### src/shared/sweep_pkg.sv
/*
 * sweep cycle controller package: timing constants, strap and
 * seek-port carriers, sweep sequencer states.
 * assumes a 50 MHz drive clock.
 */
package sweep_pkg;

    localparam int unsigned CLK_HZ         = 50_000_000;
    localparam int unsigned MIN_SECONDS    = 60;
    // one minute tick, in clock cycles
    localparam int unsigned MINUTE_CYCLES  = CLK_HZ * MIN_SECONDS;
    localparam int unsigned IDLE_WAIT_MIN  = 12;
    localparam int unsigned SWEEP_PERIOD_MIN = 780;
    localparam int unsigned SWEEP_STEPS    = 8;
    localparam int unsigned CYL_W          = 12;
    localparam int unsigned MIN_W          = 10;
    localparam logic [CYL_W-1:0] CYL_RESET = 12'h000;
    localparam logic [CYL_W-1:0] SWEEP_STRIDE = 12'h0CC;

    typedef struct packed {
        logic sweep_disable;   // connected = high
        logic seek_only;       // connected = high
        logic return_after;    // connected = high
    } straps_t;

    typedef struct packed {
        logic             valid;
        logic [CYL_W-1:0] cyl;
    } seek_req_t;

    typedef enum logic [2:0] {
        ST_IDLE,
        ST_SWEEP_MOVE,
        ST_SWEEP_WAIT,
        ST_FINAL_MOVE,
        ST_FINAL_WAIT
    } sweep_state_t;

endpackage
### src/logic/head_sweep_cycle_controller.sv
/*
 * head sweep cycle controller: schedules sweep segments, merges
 * controller seeks, and drives the head positioner.
 * assumes a positioner that answers each move with seek_done, and
 * strap pins that are asynchronous to mclk.
 */
`timescale 1ns/1ps
module head_sweep_cycle_controller
    import sweep_pkg::*;
#(
    parameter int unsigned MINUTE_CYC = MINUTE_CYCLES,
    parameter int unsigned PERIOD_MIN = SWEEP_PERIOD_MIN,
    parameter int unsigned STEPS      = SWEEP_STEPS
)(
    input  wire logic             mclk,          // drive clock
    input  wire logic             rst_b,         // sync reset, low
    input  wire logic             clk_en,        // freezes state when low
    input  wire straps_t          straps_pin,    // raw strap levels
    input  wire logic             selected,      // controller select
    input  wire seek_req_t        tag1_seek,     // controller seek pulse
    input  wire logic             drive_busy,    // other drive activity
    input  wire logic             seek_done,     // positioner finished
    output logic                  move_req,      // positioner move pulse
    output logic [CYL_W-1:0]      move_cyl,      // target cylinder
    output logic                  sweep_active,  // sweep in progress
    output logic                  seek_ack       // controller seek done
);

    straps_t              strap_s1_q, strap_q;
    logic                 minute_tick;
    logic [31:0]          tick_cnt_q, tick_cnt_d;
    logic [MIN_W-1:0]     since_sel_q, since_sel_d;
    logic [MIN_W-1:0]     since_swp_q, since_swp_d;
    sweep_state_t         state_q, state_d;
    logic [3:0]           step_q, step_d;
    logic [CYL_W-1:0]     cur_cyl_q, cur_cyl_d;
    logic [CYL_W-1:0]     home_cyl_q, home_cyl_d;
    logic [CYL_W-1:0]     pend_cyl_q, pend_cyl_d;
    logic                 pend_q, pend_d;
    logic                 by_seek_q, by_seek_d;
    logic                 ret_ok_q, ret_ok_d;
    logic                 move_req_d, sweep_active_d, seek_ack_d;
    logic [CYL_W-1:0]     move_cyl_d;
    logic                 enabled, seek_only, timer_run, due, recent_sel;

    // straps are pins: two flops before use
    always_ff @(posedge mclk)
    begin
        if (!rst_b)
        begin
            strap_s1_q <= '0;
            strap_q    <= '0;
        end
        else if (clk_en)
        begin
            strap_s1_q <= straps_pin;
            strap_q    <= strap_s1_q;
        end
    end

    assign enabled   = !strap_q.sweep_disable;
    assign seek_only = enabled && !strap_q.seek_only;
    assign timer_run = since_swp_q < MIN_W'(IDLE_WAIT_MIN);
    // a full thirteen hour period between autonomous sweeps keeps
    // the sweep duty well under one percent
    assign due       = since_swp_q >= MIN_W'(PERIOD_MIN);
    assign recent_sel = since_sel_q < MIN_W'(IDLE_WAIT_MIN);
    assign minute_tick = tick_cnt_q == 32'(MINUTE_CYC - 1);

    // minute time base and the two elapsed-minute counters
    always_comb
    begin
        tick_cnt_d  = minute_tick ? 32'h0000_0000 : tick_cnt_q + 32'h0000_0001;
        since_sel_d = since_sel_q;
        since_swp_d = since_swp_q;
        // saturate so the counters never wrap back to "recent"
        if (minute_tick && since_sel_q != '1)
            since_sel_d = since_sel_q + MIN_W'(1);
        if (minute_tick && since_swp_q != '1)
            since_swp_d = since_swp_q + MIN_W'(1);
        if (selected)
            since_sel_d = '0;
        if (state_q == ST_SWEEP_WAIT && seek_done && step_q == 4'(STEPS - 1))
            since_swp_d = '0;
    end

    always_ff @(posedge mclk)
    begin
        if (!rst_b)
        begin
            tick_cnt_q  <= 32'h0000_0000;
            since_sel_q <= '0;
            since_swp_q <= '0;
        end
        else if (clk_en)
        begin
            tick_cnt_q  <= tick_cnt_d;
            since_sel_q <= since_sel_d;
            since_swp_q <= since_swp_d;
        end
    end

    // sweep sequencer
    always_comb
    begin
        state_d        = state_q;
        step_d         = step_q;
        cur_cyl_d      = cur_cyl_q;
        home_cyl_d     = home_cyl_q;
        pend_cyl_d     = pend_cyl_q;
        pend_d         = pend_q;
        by_seek_d      = by_seek_q;
        ret_ok_d       = ret_ok_q;
        move_req_d     = 1'b0;
        move_cyl_d     = move_cyl;
        seek_ack_d     = 1'b0;
        sweep_active_d = sweep_active;
        // a seek arriving mid-sweep is held until the sweep ends
        if (tag1_seek.valid && state_q != ST_IDLE)
        begin
            pend_d     = 1'b1;
            pend_cyl_d = tag1_seek.cyl;
        end
        unique case (state_q)
            ST_IDLE:
            begin
                sweep_active_d = 1'b0;
                if (tag1_seek.valid || pend_q)
                begin
                    pend_cyl_d = tag1_seek.valid ? tag1_seek.cyl : pend_cyl_q;
                    pend_d     = 1'b1;
                    if (seek_only && !timer_run)
                    begin
                        by_seek_d = 1'b1;
                        home_cyl_d = cur_cyl_q;
                        step_d    = '0;
                        state_d   = ST_SWEEP_MOVE;
                    end
                    else
                    begin
                        // timer running, autonomous mode or sweeps disabled: no sweep
                        pend_d     = 1'b0;
                        move_req_d = 1'b1;
                        move_cyl_d = pend_cyl_d;
                        cur_cyl_d  = pend_cyl_d;
                        by_seek_d  = 1'b1;
                        state_d    = ST_FINAL_WAIT;
                    end
                end
                else if (enabled && !seek_only && due && !drive_busy
                         && !selected)
                begin
                    by_seek_d  = 1'b0;
                    // look back from the sweep start, not from its end
                    ret_ok_d   = recent_sel;
                    home_cyl_d = cur_cyl_q;
                    step_d     = '0;
                    state_d    = ST_SWEEP_MOVE;
                end
            end
            ST_SWEEP_MOVE:
            begin
                sweep_active_d = 1'b1;
                move_req_d     = 1'b1;
                move_cyl_d     = cur_cyl_q + SWEEP_STRIDE;
                cur_cyl_d      = move_cyl_d;
                state_d        = ST_SWEEP_WAIT;
            end
            ST_SWEEP_WAIT:
                if (seek_done)
                begin
                    if (step_q != 4'(STEPS - 1))
                    begin
                        step_d  = step_q + 4'h1;
                        state_d = ST_SWEEP_MOVE;
                    end
                    else
                        state_d = ST_FINAL_MOVE;
                end
            ST_FINAL_MOVE:
            begin
                if (pend_q)
                begin
                    move_req_d = 1'b1;
                    move_cyl_d = pend_cyl_q;
                    cur_cyl_d  = pend_cyl_q;
                    pend_d     = tag1_seek.valid;
                    by_seek_d  = 1'b1;
                    state_d    = ST_FINAL_WAIT;
                end
                else if (strap_q.return_after && ret_ok_q)
                begin
                    move_req_d = 1'b1;
                    move_cyl_d = home_cyl_q;
                    cur_cyl_d  = home_cyl_q;
                    by_seek_d  = 1'b0;
                    state_d    = ST_FINAL_WAIT;
                end
                else
                begin
                    // heads stay on the last swept cylinder
                    sweep_active_d = 1'b0;
                    state_d        = ST_IDLE;
                end
            end
            ST_FINAL_WAIT:
                if (seek_done)
                begin
                    seek_ack_d     = by_seek_q;
                    by_seek_d      = 1'b0;
                    sweep_active_d = 1'b0;
                    state_d        = ST_IDLE;
                end
        endcase
    end

    always_ff @(posedge mclk)
    begin
        if (!rst_b)
        begin
            state_q      <= ST_IDLE;
            step_q       <= '0;
            cur_cyl_q    <= CYL_RESET;
            home_cyl_q   <= CYL_RESET;
            pend_cyl_q   <= CYL_RESET;
            pend_q       <= 1'b0;
            by_seek_q    <= 1'b0;
            ret_ok_q     <= 1'b0;
            move_req     <= 1'b0;
            move_cyl     <= CYL_RESET;
            seek_ack     <= 1'b0;
            sweep_active <= 1'b0;
        end
        else if (clk_en)
        begin
            state_q      <= state_d;
            step_q       <= step_d;
            cur_cyl_q    <= cur_cyl_d;
            home_cyl_q   <= home_cyl_d;
            pend_cyl_q   <= pend_cyl_d;
            pend_q       <= pend_d;
            by_seek_q    <= by_seek_d;
            ret_ok_q     <= ret_ok_d;
            move_req     <= move_req_d;
            move_cyl     <= move_cyl_d;
            seek_ack     <= seek_ack_d;
            sweep_active <= sweep_active_d;
        end
    end

    property p_disable_no_sweep;
        @(posedge mclk) disable iff (!rst_b)
        (strap_q.sweep_disable && state_q == ST_IDLE && !tag1_seek.valid
         && !pend_q) |=> state_q != ST_SWEEP_MOVE;
    endproperty
    a_disable_no_sweep: assert property (p_disable_no_sweep)
        else $error("sweep started while disabled");

    property p_auto_needs_idle;
        @(posedge mclk) disable iff (!rst_b)
        (clk_en && state_q == ST_IDLE && !pend_q && !tag1_seek.valid
         && (drive_busy || selected)) |=> state_q == ST_IDLE;
    endproperty
    a_auto_needs_idle: assert property (p_auto_needs_idle)
        else $error("autonomous sweep while drive busy");

    property p_timer_direct;
        @(posedge mclk) disable iff (!rst_b)
        (clk_en && state_q == ST_IDLE && tag1_seek.valid && seek_only
         && timer_run) |=> state_q == ST_FINAL_WAIT && move_req
         && move_cyl == $past(tag1_seek.cyl);
    endproperty
    a_timer_direct: assert property (p_timer_direct)
        else $error("seek not executed directly");

    property p_seek_starts_sweep;
        @(posedge mclk) disable iff (!rst_b)
        (clk_en && state_q == ST_IDLE && tag1_seek.valid && seek_only
         && !timer_run) |=> state_q == ST_SWEEP_MOVE;
    endproperty
    a_seek_starts_sweep: assert property (p_seek_starts_sweep)
        else $error("expired timer seek did not sweep");

    property p_seek_after_sweep;
        @(posedge mclk) disable iff (!rst_b)
        (clk_en && state_q == ST_FINAL_MOVE && pend_q) |=>
        move_req && move_cyl == $past(pend_cyl_q);
    endproperty
    a_seek_after_sweep: assert property (p_seek_after_sweep)
        else $error("requested cylinder not reached after sweep");

    property p_return_home;
        @(posedge mclk) disable iff (!rst_b)
        (clk_en && state_q == ST_FINAL_MOVE && !pend_q
         && strap_q.return_after && ret_ok_q) |=>
        move_req && move_cyl == $past(home_cyl_q);
    endproperty
    a_return_home: assert property (p_return_home)
        else $error("heads not returned to original cylinder");

    property p_stay_swept;
        @(posedge mclk) disable iff (!rst_b)
        (clk_en && state_q == ST_FINAL_MOVE && !pend_q
         && (!strap_q.return_after || !ret_ok_q)) |=>
        !move_req && state_q == ST_IDLE;
    endproperty
    a_stay_swept: assert property (p_stay_swept)
        else $error("heads moved off swept cylinder");

    property p_sweep_restarts_timer;
        @(posedge mclk) disable iff (!rst_b)
        (clk_en && state_q == ST_SWEEP_WAIT && seek_done
         && step_q == 4'(STEPS - 1)) |=> since_swp_q == '0;
    endproperty
    a_sweep_restarts_timer: assert property (p_sweep_restarts_timer)
        else $error("sweep did not restart timer");

    property p_select_clears;
        @(posedge mclk) disable iff (!rst_b)
        (clk_en && selected) |=> since_sel_q == '0;
    endproperty
    a_select_clears: assert property (p_select_clears)
        else $error("select did not clear minute counter");

endmodule

### config.mk
export PLATFORM = sky130hd
export DESIGN_NAME = head_sweep_cycle_controller
export DESIGN_NICKNAME = d
export VERILOG_FILES = /design/src/shared/sweep_pkg.sv /design/src/logic/head_sweep_cycle_controller.sv
export SDC_FILE = /design/constraint.sdc
export NUM_CORES = 1
export LEC_CHECK = 0
export ABC_AREA = 1
export BUFFER_PORTS_ARGS = -buffer_cell sky130_fd_sc_hd__buf_4
export CAP_MARGIN = 10
export CORE_MARGIN = 10
export CORE_UTILIZATION = 35
export CTS_BUF_LIST = sky130_fd_sc_hd__clkbuf_4 sky130_fd_sc_hd__clkbuf_8
export DETAILED_ROUTE_END_ITERATION = 10
export PLACE_DENSITY_LB_ADDON = 0.3
export SYNTH_ARGS = -nofsm -noshare
export SYNTH_HDL_FRONTEND = slang
export SYNTH_SLANG_ARGS = --single-unit
### constraint.sdc
create_clock -name mclk -period 3 [get_ports mclk]
set_input_delay 0 -clock mclk [delete_from_list [all_inputs] [get_ports mclk]]
set_output_delay 0 -clock mclk [all_outputs]
set_load 0.005 [all_outputs]
-- Yosys cells after proc, flatten, opt, wreduce, memory -nomap -nowiden
Index checks and enable logic that the tools add are counted.
- register bits after elaboration: 107
- bits of input ports: 22
- output and inout port bits: 15
- word-level logic and storage cells: 139
- $add $sub $neg: 5
- order comparisons: 3
- eq/ne operators: 20
- mux-type cells: 53
- bitwise logic cells: 1
- reduce and logical (&&, ||, !) cells: 37
- operators by type and width (cell ; number):
    12-bit two-way mux ; 11
    10-bit two-way mux ; 4
    12-bit one-hot mux with 3 select lines ; 1
    32-bit by 1-bit adder with 32-bit output (second input constant) ; 1
    32-bit equality test (second input constant) ; 1
    32-bit two-way mux ; 1
    3-bit two-way mux ; 7
    10-bit by 1-bit adder with 10-bit output (second input constant) ; 2
    10-bit by 4-bit < comparator with 1-bit output (second input constant) ; 2
    4-bit two-way mux ; 5
    10-bit != test (second input constant) ; 2
    1-bit two-way mux ; 17
    3-bit one-hot mux with 5 select lines ; 1
    5-bit AND reduction ; 3
    12-bit by 8-bit adder with 12-bit output (second input constant) ; 1
    1-bit logical AND ; 12
    2-bit != test (second input constant) ; 6
    4-bit AND reduction ; 3
    10-bit >= comparator (second input constant) ; 1
    3-bit != test (second input constant) ; 3
    3-bit nonzero test ; 3
    4-bit one-hot mux with 2 select lines ; 1
    2-bit nonzero test ; 4
    3-bit by 2-bit equality test with 1-bit output (second input constant) ; 2
    other kinds (17) ; 25

-- Longest topological paths before layout
- depth in word-level cells: 10
- mapped depth: 11
- mapped depth without buffers: 11

-- Worst setup path before layout
OpenSTA, ideal clock, no wires.
- kind: reg-to-reg
- from: register tick_cnt_q[0]
- to: register tick_cnt_q[28]
- setup time: 0.110 ns
- arrival time: 1.407 ns
- data required time: 2.890 ns
- slack: 1.483 ns
- stages on the path, launching flop included: 11
- path buffers: 0
- clock period less this slack: 1.517 ns
- path through: dfxtp_1 > ha_1 > nand2_1 > nor2_2 > nand2_2 > nor3_1 > nand3_1 > inv_1 > nand3_1 > nand2_1 > nor2_1
- word-level cells in the longest chain between the ends: 2
- elaborated cells between the ends (all ways): 3
- classes of those cells: 1 x add/sub; 1 x eq/ne; 1 x mux
- RTL lines (item ; line ; source):
    start, declared ; head_sweep_cycle_controller.sv:31 ; logic [31:0] tick_cnt_q, tick_cnt_d;
    start signal, assigned ; head_sweep_cycle_controller.sv:97 ; tick_cnt_q <= tick_cnt_d;
    32-bit by 1-bit adder with 32-bit output / 32-bit equality test (equally long branches) ; head_sweep_cycle_controller.sv:73, head_sweep_cycle_controller.sv:68 ;
    32-bit two-way mux (*) ; head_sweep_cycle_controller.sv:73 ; tick_cnt_d = minute_tick ? 32'h0000_0000 : tick_cnt_q + 32'h0000_0001;
Mark *: on every way between the ends. The rest lies on a longest branch, timed or not.
A chain may end at the register's enable or synchronous reset.

-- Worst setup path in the final report
- from: register state_q[1]
- to: register since_swp_q[2]
- word-level cells in the longest chain between the ends: 5
- elaborated cells between the ends (all ways): 6
- classes of those cells: 1 x eq/ne; 1 x mux; 4 x reduce/logical
- RTL lines (item ; line ; source):
    start, declared ; head_sweep_cycle_controller.sv:34 ; sweep_state_t state_q, state_d;
    start signal, assigned ; head_sweep_cycle_controller.sv:236 ; state_q <= state_d;
    3-bit by 2-bit equality test with 1-bit output (*) ; head_sweep_cycle_controller.sv:83 ; if (state_q == ST_SWEEP_WAIT && seek_done && step_q == 4'(STEPS - 1))
    1-bit logical AND (*) (2 in a row) ; head_sweep_cycle_controller.sv:83 ;
    2-bit nonzero test (no source line) ; -- ;
    2-bit AND reduction (no source line) ; -- ;
    end signal, assigned ; head_sweep_cycle_controller.sv:99 ; since_swp_q <= since_swp_d;
    end, declared ; head_sweep_cycle_controller.sv:33 ; logic [MIN_W-1:0] since_swp_q, since_swp_d;
Marks and branches as above.

==> flow_summary_export.csv <==
group,metric,value,unit
pwr,max-vdd-ir-drop,0.305,mV
synth,synth_edf_count,0,
route,drtAntennaViolNets,0,
setup_path,path_common_cell,"nand2_1",
die,fp.coreArea,17300,µm²
setup_path,arrival,2.51,ns
route,drt_wl_total,16400,µm
die,pin_count,37,
timing,fmax,445,MHz
clock_network,cts-buffers-inserted,9,
setup_path,r2r_cells,9,
synth,seq_area_frac_synth,34.6,%
synth,synth_common_cells,"nand2_1, nor2_1, dfxtp_1",
timing,rsz0062_at_grt,"no",
timing,whs,0.0219,ns
final_layout,antenna_cells,0,
route,drc,0,
clock_network,cts_tree,"built",
global_route,top_usage_layer,"met2",
timing,finalCritPeriodShare,74.9,%
final_layout,nets,1057,
hold_path,hold_depth,4,
route,drt_iter0_markers,399,
pwr,p_leak,2.75,nW
place,io_buffers,36,
global_route,grt_util_met3,3.23,%
timing,finalSetupTns,0,ns
die,rows,48,
setup_path,cp-end-kind,"flop",
synth,synth.distinct_cells,41,
global_route,grt_first_pass_wirelength,28200,µm
hold_path,hp-start,"tag1_seek[1]",
synth,synthTopCellsByArea,"dfxtp_1, nand2_1, nor2_1",
status,outcome,"finished clean",
timing,fin_skew,0.0151,ns
timing,setup_viol,0,
setup_path,cp.required,3.27,ns
setup_path,rr_startpoint,"state_q[1]",
clock_network,clock-sinks,107,
clock_network,clk_pin_slew_worst_paths,0.13,ns
synth,synth_most_common_cell,"nand2_1",
global_route,grt_use_met2,23.3,%
die,die_w,153,µm
route,first_pass_iters,5,
route,wire_per_inst,13.0,µm
synth,syn_nets,1017,
synth,syn-mean-instance-area,6.25,µm²
timing,fin_crit,2.25,ns
hold_path,hp-class,"in -> reg",
global_route,grt_use_met1,18.0,%
setup_path,slowest_stage,"dfxtp_1",
clock_network,cts_buffer_depth,2,
setup_path,crit_chain,"nand3_2 > inv_2 > nand2_4 > nor2_4 > inv_2 > nand2_1 > nand2_1 > nand2_1 > a21oi_1",
place,place_hpwl,11800,µm
setup_path,crit_family,"simple AND/OR/NAND/NOR gates",
clock_network,cts_resized,0,
synth,synth_flop_cell,"dfxtp_1",
clock_network,cts_setup_buffers,0,
die,initial_core_util,35.8,%
global_route,grt_use_total,14.0,%
global_route,grt_pass1_vias,5724,
synth,async_flop_share,0,%
pwr,power_density,428,nW/µm²
synth,synth_top_area_share,34.6,%
timing,slew_headroom,53.1,%
run,max-cap-violations,0,
setup_path,path_class,"reg -> reg",
timing,final-max-slew-violation-count,0,
clock_network,insertion_delay,0.41,ns
setup_path,ff2ff_setup_slack,0.75,ns
route,via_per_inst,4.89,
route,via_count,6155,
setup_path,r2r_end,"since_swp_q[2]",
global_route,grt_remaining_overflow,0,
die,die_area,23400,µm²
global_route,antenna_found_initial,0,
clock_network,htreeDepth,3,
die,die_h,153,µm
synth,ys_seq_elements,107,
clock_network,cts_root_buf,"clkbuf_8",
hold_path,hold_path_end,"pend_cyl_q[1]",
timing,worst_pin_slew,0.704,ns
pwr,total_power,3.00,mW
setup_path,slowest_delay,0.57,ns
setup_path,path_max_fanout,11,
synth,synth_largest_area_cell,"dfxtp_1",
place,gp_congestion,0.884,
timing,hold_viol_final,0,
setup_path,worstSetupStartpointType,"flop",
final_layout,n_fill_cell,1886,
synth,synth_cells,989,
synth,yosys_warnings,0,
final_layout,area_delta_synth_final,13.5,%
final_layout,drive_gt1_share,9.28,%
global_route,grt_max_degree,61,
setup_path,crit_buf_inv,2,
synth,synthesis.area,6190,µm²
metal layers:
metal  wire, µm  share of wire [%]  up-vias
met5          0                  0        -
li1           -                  -     3272
met4        183                1.1        0
met1       7880                 48     2799
met3        532                3.2       14
met2       7820                 48       70
placed cells by master, fill, tap and decap left out, types with 2 or more instances in the layout:
cell type,count
a211oi_1,2
a211oi_2,2
a21oi_1,86
buf_4,43
clkbuf_8,9
clkinv_8,2
dfxtp_1,107
dlygate4sd3_1,17
ha_1,6
inv_1,82
inv_2,12
inv_8,4
mux2i_1,4
nand2_1,278
nand2_2,5
nand2_4,4
nand3_1,84
nand3b_1,5
nand4_1,14
nor2_1,160
nor2_2,8
nor2_4,2
nor3_1,15
nor3b_1,2
nor4_1,4
o21a_1,6
o21ai_0,38
o21ai_1,2
o22ai_1,3
o31ai_1,2
xnor2_1,5
xor2_1,10
registers in the layout, summed over array words and instances, names as in the netlist:
signal	count
home_cyl_q	12
since_swp_q	10
by_seek_q	1
sweep_active	1
strap_q	3
since_sel_q	10
seek_ack	1
step_q	4
ret_ok_q	1
cur_cyl_q	12
pend_cyl_q	12
strap_s1_q	3
tick_cnt_q	32
state_q	3
pend_q	1
move_req	1
how the worst max path moves through the flow:
stage | from | to | slack, ns | cells past startpoint
floorplan | tick_cnt_q[0] | tick_cnt_q[28] | 1.48 | 10
global placement | state_q[1] | since_swp_q[8] | 0.79 | 9
detailed placement | state_q[1] | since_swp_q[4] | 0.76 | 9
CTS | state_q[1] | since_swp_q[4] | 0.73 | 9
global route | state_q[1] | since_swp_q[5] | 0.53 | 9
finish | state_q[1] | since_swp_q[2] | 0.75 | 9
cell type report:
cell class	count	area [µm²]	area share, %
inverter	95	357	5.08
clock buffer	9	124	1.76
tap	225	282	4.01
sequential	107	2140	30.5
multi-input combinational	756	3540	50.4
timing repair buffer	60	493	7.02
clock inverter	7	86.3	1.23
worst min-delay path, cell delays in order:
cell and delay, ns:
buf_4 0.08, mux2i_1 0.08, o21a_1 0.17, nor2_1 0.07
metrics by stage:
| step | instances | instance area, µm² | utilization (%) | setup slack (ns) |
|---|---|---|---|---|
| 3_3_place_gp | 1226 | 6640 | 38.4 | 0.786 |
| 3_5_place_dp | 1226 | 6640 | 38.4 | 0.764 |
| 4_1_cts | 1259 | 7020 | 40.6 | 0.732 |
| 2_1_floorplan | 989 | 6190 | - | 1.48 |
| 5_1_grt | 1259 | 7020 | 40.6 | 0.532 |
| 6_report | 1259 | 7020 | 40.6 | 0.754 |
repair_timing:
action	CTS	global route
hold buffers	17	0
endpoints found under the setup margin	0	0
hold endpoints to repair	40	0
cell families (layout without fill, tap and decap cells):
group / after synthesis / after routing / synth area share, %
simple gates: 585 / 585 / 40.4
compound gates: 146 / 146 / 12.8
buf+inv: 126 / 171 / 8.19
flops: 107 / 107 / 34.6
xor+xnor: 15 / 15 / 2.12
fa+ha+maj: 6 / 6 / 1.21
mux: 4 / 4 / 0.647
where the power goes:
group / leakage, nW / total (mW) / internal [mW] / switching, mW
registers: 0.869 / 1.54 / 1.48 / 0.0605
clock network: 0.107 / 0.952 / 0.343 / 0.609
logic: 1.77 / 0.515 / 0.193 / 0.321
No activity file was read; power rests on OpenSTA's default activity.
